[src/ufa_pkg.sv]
/*
  Shared constants for the receive frame-error and address-match block.
  Assumes a synchronous special function register port and one core clock.
*/
`default_nettype none
package ufa_pkg;
  // ************************************************
  // Register map and reset values
  // ************************************************
  localparam logic [7:0] ADDR_SLAVE_VALUE = 8'h00A9;
  localparam logic [7:0] ADDR_SLAVE_MASK  = 8'h00B9;
  localparam logic [7:0] RST_SLAVE_VALUE  = 8'h0000;
  localparam logic [7:0] RST_SLAVE_MASK   = 8'h0000;
  localparam logic [7:0] RD_UNMAPPED      = 8'h0000;
  // ************************************************
  // Frame word layout: {stopOk, ninth, data[7:0]}
  // ************************************************
  localparam int FRAME_W   = 10;
  localparam int POS_NINTH = 8;
  localparam int POS_STOP  = 9;
  localparam int BUF_DEPTH = 2;
  // ************************************************
  // Serial modes
  // ************************************************
  typedef enum logic [1:0] {
    UFA_MODE_SHIFT,
    UFA_MODE_8BIT,
    UFA_MODE_9BIT_FIX,
    UFA_MODE_9BIT_VAR
  } ufa_mode_e;
endpackage : ufa_pkg
`default_nettype wire

[src/ufa_buf_if.sv]
/*
  Valid/ready carrier between the receive core and its frame buffer.
  Assumes both ends share core_clk.
*/
`timescale 1ns/1ps
`default_nettype none
interface ufa_buf_if;
  import ufa_pkg::*;
  logic               inValid;
  logic               inReady;
  logic [FRAME_W-1:0] inData;
  logic               outValid;
  logic               outReady;
  logic [FRAME_W-1:0] outData;
  modport store (input inValid, inData, outReady, output inReady, outValid, outData);
  modport user  (output inValid, inData, outReady, input inReady, outValid, outData);
endinterface : ufa_buf_if
`default_nettype wire

[src/ufa_buf.sv]
/*
  Two-entry frame buffer with valid and ready on both sides.
  Assumes synchronous active-low reset on core_clk.
*/
`timescale 1ns/1ps
`default_nettype none
module ufa_buf
  import ufa_pkg::*;
(
  // Clock and reset
  input wire logic core_clk,
  input wire logic rst_b,
  // Buffer ports
  ufa_buf_if.store bus
);
  logic [FRAME_W-1:0] mem_reg [BUF_DEPTH];
  logic               wrPtr_reg;
  logic               rdPtr_reg;
  logic [1:0]         count_reg;
  logic [1:0]         count_next;
  wire                push = bus.inValid && bus.inReady;
  wire                pop  = bus.outValid && bus.outReady;

  // Honest full and empty: ready drops only when both entries hold words
  assign bus.inReady  = (count_reg != 2'(BUF_DEPTH));
  assign bus.outValid = (count_reg != 2'h0);
  assign bus.outData  = mem_reg[rdPtr_reg];
  assign count_next   = count_reg + 2'(push) - 2'(pop);

  always_ff @(posedge core_clk) begin
    if (!rst_b) begin
      wrPtr_reg <= 1'b0;
      rdPtr_reg <= 1'b0;
      count_reg <= 2'h0;
    end else begin
      wrPtr_reg <= wrPtr_reg ^ push;
      rdPtr_reg <= rdPtr_reg ^ pop;
      count_reg <= count_next;
    end
  end

  always_ff @(posedge core_clk) begin
    if (push) begin
      mem_reg[wrPtr_reg] <= bus.inData;
    end
  end
endmodule : ufa_buf
`default_nettype wire

[src/ufa_rx_addr.sv]
/*
  Receive-side frame error flag and multiprocessor address recognition.
  Assumes the bit-level receiver delivers one word per finished frame and
  that the rest of the serial control register lives elsewhere.
*/
// Overview of operation
// - A frame that arrives without a valid stop bit sets the frame error flag.
// - Control bit 7 shows the frame error flag when view select is 1 and mode select high when it is 0.
// - Only hardware sets the frame error flag, only a software write clears it, and good frames leave it set.
// - In the 9-bit modes address bytes carry a high ninth bit and data bytes a low one.
// - With the address filter enabled in modes 1 to 3, receive done rises only for a given or broadcast address match; mode 0 takes every frame.
// - With the address filter disabled, receive done rises for every complete frame.
// - In mode 1 with the filter enabled, receive done needs both a valid stop bit and an address match.
// - The given address compares only the slave address bits whose mask bits are 1.
// - The broadcast address is slave address OR mask, its zero bits being don't care.
// - Slave address sits at A9h and mask at B9h, both readable and writable.
// - Reset clears slave address and mask to 00h so every address byte matches.
// - At frame end data and ninth bit load and receive done rises only if it was clear and the filter is off or the ninth bit is 1 and the address matches.
// - In the 9-bit modes the received ninth bit goes to the received ninth bit field.
`timescale 1ns/1ps
`default_nettype none
module ufa_rx_addr
  import ufa_pkg::*;
(
  // Clock and reset
  input  wire logic       core_clk,
  input  wire logic       rst_b,
  // Special function register port
  input  wire logic [7:0] sfrAddr,
  input  wire logic       sfrWrEn,
  input  wire logic       sfrRdEn,
  input  wire logic [7:0] sfrWrData,
  output logic      [7:0] sfrRdData,
  // Shared control bit 7
  input  wire logic       bit7WrEn,
  input  wire logic       bit7WrData,
  output logic            bit7RdData,
  // Other control bits
  input  wire logic       viewSelectBit,
  input  wire logic       modeSelectLow,
  input  wire logic       addressFilterEnable,
  input  wire logic       receiveDoneClear,
  // Frame word from the bit receiver
  input  wire logic       frameValid,
  output logic            frameReady,
  input  wire logic [7:0] frameData,
  input  wire logic       frameNinth,
  input  wire logic       frameStopOk,
  // Receive results
  output logic            modeSelectHigh,
  output logic            frameErrorFlag,
  output logic            receiveDoneFlag,
  output logic            receivedNinthBit,
  output logic      [7:0] rxData
);
  // ************************************************
  // Registers
  // ************************************************
  logic [7:0] slaveAddrValue_reg;
  logic [7:0] slaveAddrMask_reg;
  logic [7:0] rdData_reg;
  logic       modeHigh_reg;
  logic       frameErr_reg;
  logic       frameErr_next;
  logic       rxDone_reg;
  logic       rxDone_next;
  logic       ninth_reg;
  logic [7:0] rxData_reg;

  // ************************************************
  // Frame buffer
  // ************************************************
  ufa_buf_if fb ();

  ufa_buf u_buf (
    .core_clk (core_clk),
    .rst_b    (rst_b),
    .bus      (fb.store)
  );

  assign fb.inValid = frameValid;
  assign fb.inData  = {frameStopOk, frameNinth, frameData};
  assign frameReady = fb.inReady;

  // Words wait while receive done is set, so a slow reader stalls the
  // receiver instead of losing frames
  assign fb.outReady = !rxDone_reg;

  // ************************************************
  // Address recognition
  // ************************************************
  function automatic logic addr_hit(input logic [7:0] rx, input logic [7:0] val, input logic [7:0] msk);
    logic [7:0] bcast;
    bcast    = val | msk;
    addr_hit = (((rx ^ val) & msk) == 8'h00) || (((rx ^ bcast) & bcast) == 8'h00);
  endfunction

  ufa_mode_e  mode;
  wire        pop       = fb.outValid && fb.outReady;
  wire [7:0]  popData   = fb.outData[7:0];
  wire        popNinth  = fb.outData[POS_NINTH];
  wire        popStopOk = fb.outData[POS_STOP];
  wire        nineBit   = (mode == UFA_MODE_9BIT_FIX) || (mode == UFA_MODE_9BIT_VAR);
  wire        modeOne   = (mode == UFA_MODE_8BIT);
  // Mode 1 uses the stop bit as its ninth bit
  wire        tagBit    = nineBit ? popNinth : popStopOk;
  wire        match     = addr_hit(popData, slaveAddrValue_reg, slaveAddrMask_reg);
  wire        filterOn  = addressFilterEnable && (nineBit || modeOne);
  wire        accept    = pop && (!filterOn || (tagBit && match));

  assign mode = ufa_mode_e'({modeHigh_reg, modeSelectLow});

  // ************************************************
  // Flags; a hardware set beats a same-cycle clear
  // ************************************************
  wire feWrite = bit7WrEn && viewSelectBit;
  wire feSet   = pop && !popStopOk;

  // A software write of 1 cannot set the error flag
  assign frameErr_next = feSet || (frameErr_reg && !(feWrite && !bit7WrData));
  assign rxDone_next   = accept || (rxDone_reg && !receiveDoneClear);

  // ************************************************
  // Register port decode
  // ************************************************
  wire selValue = (sfrAddr == ADDR_SLAVE_VALUE);
  wire selMask  = (sfrAddr == ADDR_SLAVE_MASK);
  wire [7:0] rdMux = selValue ? slaveAddrValue_reg :
                     selMask  ? slaveAddrMask_reg  : RD_UNMAPPED;

  always_ff @(posedge core_clk) begin
    if (!rst_b) begin
      slaveAddrValue_reg <= RST_SLAVE_VALUE;
      slaveAddrMask_reg  <= RST_SLAVE_MASK;
      rdData_reg         <= RD_UNMAPPED;
    end else begin
      if (sfrWrEn && selValue) begin
        slaveAddrValue_reg <= sfrWrData;
      end
      if (sfrWrEn && selMask) begin
        slaveAddrMask_reg <= sfrWrData;
      end
      if (sfrRdEn) begin
        rdData_reg <= rdMux;
      end
    end
  end

  always_ff @(posedge core_clk) begin
    if (!rst_b) begin
      modeHigh_reg <= 1'b0;
      frameErr_reg <= 1'b0;
      rxDone_reg   <= 1'b0;
    end else begin
      if (bit7WrEn && !viewSelectBit) begin
        modeHigh_reg <= bit7WrData;
      end
      frameErr_reg <= frameErr_next;
      rxDone_reg   <= rxDone_next;
    end
  end

  always_ff @(posedge core_clk) begin
    if (!rst_b) begin
      ninth_reg  <= 1'b0;
      rxData_reg <= 8'h00;
    end else if (accept) begin
      ninth_reg  <= tagBit;
      rxData_reg <= popData;
    end
  end

  // ************************************************
  // Outputs
  // ************************************************
  assign bit7RdData       = viewSelectBit ? frameErr_reg : modeHigh_reg;
  assign sfrRdData        = rdData_reg;
  assign modeSelectHigh   = modeHigh_reg;
  assign frameErrorFlag   = frameErr_reg;
  assign receiveDoneFlag  = rxDone_reg;
  assign receivedNinthBit = ninth_reg;
  assign rxData           = rxData_reg;

  // ************************************************
  // Assertions
  // ************************************************
  a_fe_bad_stop: assert property (@(posedge core_clk) disable iff (!rst_b)
    pop && !popStopOk |=> frameErrorFlag)
    else $error("frame error flag not set after bad stop bit");

  a_fe_sticky: assert property (@(posedge core_clk) disable iff (!rst_b)
    frameErrorFlag && !(bit7WrEn && viewSelectBit && !bit7WrData) |=> frameErrorFlag)
    else $error("frame error flag dropped without software clear");

  a_fe_hw_only: assert property (@(posedge core_clk) disable iff (!rst_b)
    !frameErrorFlag && !(pop && !popStopOk) |=> !frameErrorFlag)
    else $error("frame error flag set without a bad frame");

  a_bit7_view: assert property (@(posedge core_clk) disable iff (!rst_b)
    bit7WrEn && !viewSelectBit ##1 !bit7WrEn && !viewSelectBit |-> bit7RdData == $past(bit7WrData))
    else $error("mode select high not seen through bit 7");

  a_open_accept: assert property (@(posedge core_clk) disable iff (!rst_b)
    pop && !addressFilterEnable |=> receiveDoneFlag && rxData == $past(popData))
    else $error("frame dropped with filter off");

  a_filter_drop: assert property (@(posedge core_clk) disable iff (!rst_b)
    pop && addressFilterEnable && nineBit && !addr_hit(popData, slaveAddrValue_reg, slaveAddrMask_reg)
    |=> !receiveDoneFlag)
    else $error("receive done raised for foreign address");

  a_mode1_stop: assert property (@(posedge core_clk) disable iff (!rst_b)
    pop && addressFilterEnable && modeOne && !popStopOk |=> !receiveDoneFlag)
    else $error("mode 1 frame accepted without stop bit");

  a_ninth_load: assert property (@(posedge core_clk) disable iff (!rst_b)
    accept && nineBit |=> receivedNinthBit == $past(popNinth))
    else $error("ninth bit not loaded");

  a_hold_full: assert property (@(posedge core_clk) disable iff (!rst_b)
    receiveDoneFlag && !receiveDoneClear |=> $stable(rxData) && $stable(receivedNinthBit))
    else $error("receive data overwritten while done flag set");

  a_addr_write: assert property (@(posedge core_clk) disable iff (!rst_b)
    sfrWrEn && selMask |=> slaveAddrMask_reg == $past(sfrWrData))
    else $error("mask register write lost");

  // Bus tasks start one cycle after release, so the first read lands two edges in
  a_reset_regs: assert property (@(posedge core_clk)
    !rst_b ##1 rst_b ##1 rst_b && sfrRdEn && sfrAddr == ADDR_SLAVE_VALUE && !sfrWrEn |=> sfrRdData == 8'h00)
    else $error("slave address not cleared by reset");
endmodule : ufa_rx_addr
`default_nettype wire

[config.mk]
export PLATFORM = sky130hd
export DESIGN_NAME = ufa_rx_addr
export DESIGN_NICKNAME = d
export VERILOG_FILES = /design/src/ufa_pkg.sv /design/src/ufa_buf_if.sv /design/src/ufa_buf.sv /design/src/ufa_rx_addr.sv
export SDC_FILE = /design/constraint.sdc
export NUM_CORES = 1
export LEC_CHECK = 0
export ABC_CLOCK_PERIOD_IN_PS = 3400
export BUFFER_PORTS_ARGS = -buffer_cell sky130_fd_sc_hd__clkbuf_2
export CAP_MARGIN = 20
export CORE_MARGIN = 2
export CORE_UTILIZATION = 42
export CTS_CLUSTER_DIAMETER = 60
export DETAILED_ROUTE_END_ITERATION = 16
export HOLD_SLACK_MARGIN = 0.03
export SYNTH_ARGS = -nofsm -noshare
export SYNTH_HDL_FRONTEND = slang
export SYNTH_SLANG_ARGS = --single-unit
[constraint.sdc]
create_clock -name core_clk -period 3.4 [get_ports core_clk]
set_input_delay 0.17 -clock core_clk [delete_from_list [all_inputs] [get_ports core_clk]]
set_output_delay 0.17 -clock core_clk [all_outputs]
set_load 0.05 [all_outputs]
==> results.toml <==
[synthesis]
ys.warnings.count = 0
avgSynthCellArea_um2 = 10.4
syn_area_um2 = 2670
ys_async_sr_fraction = 0
synth_nets = 297
netlist_instances = 256
yosysUniqueCellTypes = 31
synthFlopType = "dfxtp_1"
synth_edf_count = 20
ys_seq_elements = 61
synth-seq-area-share = 0.533

[setup_path]
worst_path_max_delay_cell = "dfxtp_1"
path_max_fanout = 10
critical_path.top_delay_family = "multiplexers"
cp_slowest_stage_delay_ns = 0.62
critPathBufInv = 0
worstPathRequired_ns = 3.67
crit_top_cell = "mux2i_1"
path_depth = 6
reg2regPathDepth = 6
start_kind = "flip-flop"
arrival_ns = 2.71
cp_cell_sequence = "mux2_2 -> mux2i_1 -> a2111oi_2 -> a31oi_1 -> nor2_4 -> mux2i_1"
cp-end-kind = "flip-flop"
worstSetupPathType = "flip-flop to flip-flop"

[cts]
cts_num_sinks = 61
post_cts_buffers = 0
clock-root-buffer = "clkbuf_8"
cts_hold_buf = 9
clk_pin_slew_ns = 0.07
clockBufferDepth = 2
cts_resized = 0
clk_latency_ns = 0.35
htreeDepth = 3
cts_buffers = 9
cts_tree = "done"

[power]
p_sw_frac = 0.365
ir_worst_vdd_v = 0.000310
cellPowerDensity_nw_per_um2 = 650
p_leak_uw = 0.00137
clock_power_share = 0.265
comb_power_share = 0.303
p_seq_frac = 0.432
p_int_uw = 1360
netSwitchingPower_uw = 780

[timing]
slew_headroom = 0.391
finalCriticalPeriod_ns = 2.44
worst_pin_slew_ns = 0.913
clock-skew-final_ns = 0.00601
whs_ns = 0.0802
setup_viol = 0
tns_ns = 0
setup_ws_ns = 0.964
rsz0062_at_grt = "no"
max_clock_freq_ghz = 0.411
drv_slew = 0
final_hold_viol_count = 0
fin_crit_sh = 0.716

[global_route]
grt-ovfl-total = 0
antenna_found_initial = 0
grt_max_degree = 50
grt_use_total = 0.179
grt_pass1_wl_um = 9690
grt_pass1_vias = 1986

[detailed_routing]
ant_nets = 0
via_count = 2046
via_per_inst = 5.03
drtIter0Drc = 80
routedWlPerCell_um = 14.4
drtPass1Iterations = 4
drc_errors = 0
drt-total-wl_um = 5870

[die]
dieArea_um2 = 7000
rows = 29
core-area_um2 = 6240
start_util = 0.427
die_y_um = 83.7
die-width_um = 83.7
ios = 59

[finish]
multiInputGateArea_um2 = 1180
drive_gt1_frac = 0.264
register_area_um2 = 1420
largest_reg_flops = 20
final_nets = 366
syn_to_final_growth_pct = 23.5
diodes = 0
fill_cells = 615

[place]
dpl_worst_slack_ns = 0.915
port_buffers = 58
dp_hpwl_um = 4100
place.gp.congestion = 0.699

[worst_hold_path]
hold_path_startpoint = "sfrWrData[6]"
hold_depth = 3
min_path_type = "primary input to flip-flop"

[flow_run]
cap_violations = 0

[outcome]
status = "finished clean"
-- area by class of cell --
type | count | area share
Clock buffer | 9 | 0.0376
Clock inverter | 7 | 0.0160
Inverter | 4 | 0.00456
Multi-Input combinational cell | 179 | 0.358
Sequential cell | 61 | 0.432
Tap cell | 77 | 0.0293
Timing Repair Buffer | 70 | 0.123
-- kinds of logic (layout without fill, tap and decap cells) --
kind of cell	count (synthesis)	after routing	synth area share
AND/OR/NAND/NOR	94	94	0.159
flip-flops	61	61	0.533
AO/OA/AOI/OAI	49	49	0.142
XOR/XNOR	8	8	0.0263
multiplexers	24	24	0.0957
buffers and inverters	16	90	0.0253
adder cells (fa/ha/maj)	4	4	0.0188
-- synth_stat cells (2+ instances only) --
cell	instances	area (um^2)
o21a_1	2	15.0
ha_1	4	50.1
xnor2_1	2	17.5
o211a_1	8	80.1
nor2b_1	4	25.0
nand2b_1	3	18.8
o22ai_1	4	25.0
o21ai_0	4	20.0
nand2_1	50	188
edfxtp_1	20	601
xor2_1	6	52.6
nor2_1	12	45.0
a22oi_1	10	75.1
nand3_1	16	80.1
mux2i_1	15	150
inv_1	4	15.0
and2_1	6	37.5
clkbuf_1	10	37.5
a21boi_0	17	128
dfxtp_1	41	821
mux2_2	8	90.1
-- power groups by stage --
stage | combinational, uW | sequential (uW) | clock (uW)
2_1_floorplan | 352 | 1090 | 0
3_3_place_gp | 640 | 940 | 0
3_5_place_dp | 648 | 942 | 0
4_1_cts | 658 | 926 | 583
5_1_grt | 704 | 937 | 613
6_report | 648 | 924 | 567
-- stage by stage --
step / utilization / power (uW) / instances / area (um^2)
after floorplan: - / 1440 / 256 / 2670
after global placement: 0.483 / 1580 / 381 / 3020
after detailed placement: 0.483 / 1590 / 381 / 3020
after CTS: 0.526 / 2170 / 406 / 3280
after global routing: 0.527 / 2250 / 407 / 3290
final: 0.527 / 2140 / 407 / 3290
-- path summary, 6_finish.rpt --
path,endpoint,slack [ns]
setup reg to reg,rxData[7]$_SDFFE_PN0P_,0.96
hold reg to reg,rxData[5]$_SDFFE_PN0P_,0.46
hold / removal,slaveAddrMask_reg[6]$_SDFFE_PN0P_,0.08
setup / recovery,rxData[7]$_SDFFE_PN0P_,0.96
-- tightest hold or removal path, delay by kind of cell --
kind                   cells  cell delay (ns)
buffers and inverters      1             0.09
AO/OA/AOI/OAI              1             0.06
AND/OR/NAND/NOR            1             0.05
-- layer usage --
layer,wire [um],GRT usage
met5,0,0
met4,125,0.0704
met3,226,0.0534
met2,2780,0.278
met1,2730,0.235
-- cell usage in the layout (no fill, tap or decap), drive strengths merged --
master,n
nand4b,1
xor2,6
clkinvlp,4
o211a,8
mux2i,15
inv,4
ha,4
mux2,9
xnor2,2
o41ai,1
dfxtp,41
clkinv,3
o21a,2
a21boi,17
edfxtp,20
nand2b,3
clkbuf,67
o22ai,4
a22oi,10
nor2b,4
nor2,13
dlygate4sd3,10
buf,2
o21ai,5
a31oi,1
and2,6
nand3,16
nor4bb,1
a2111oi,1
nand2,50
Note: power is estimated with default switching activity, not from simulation.
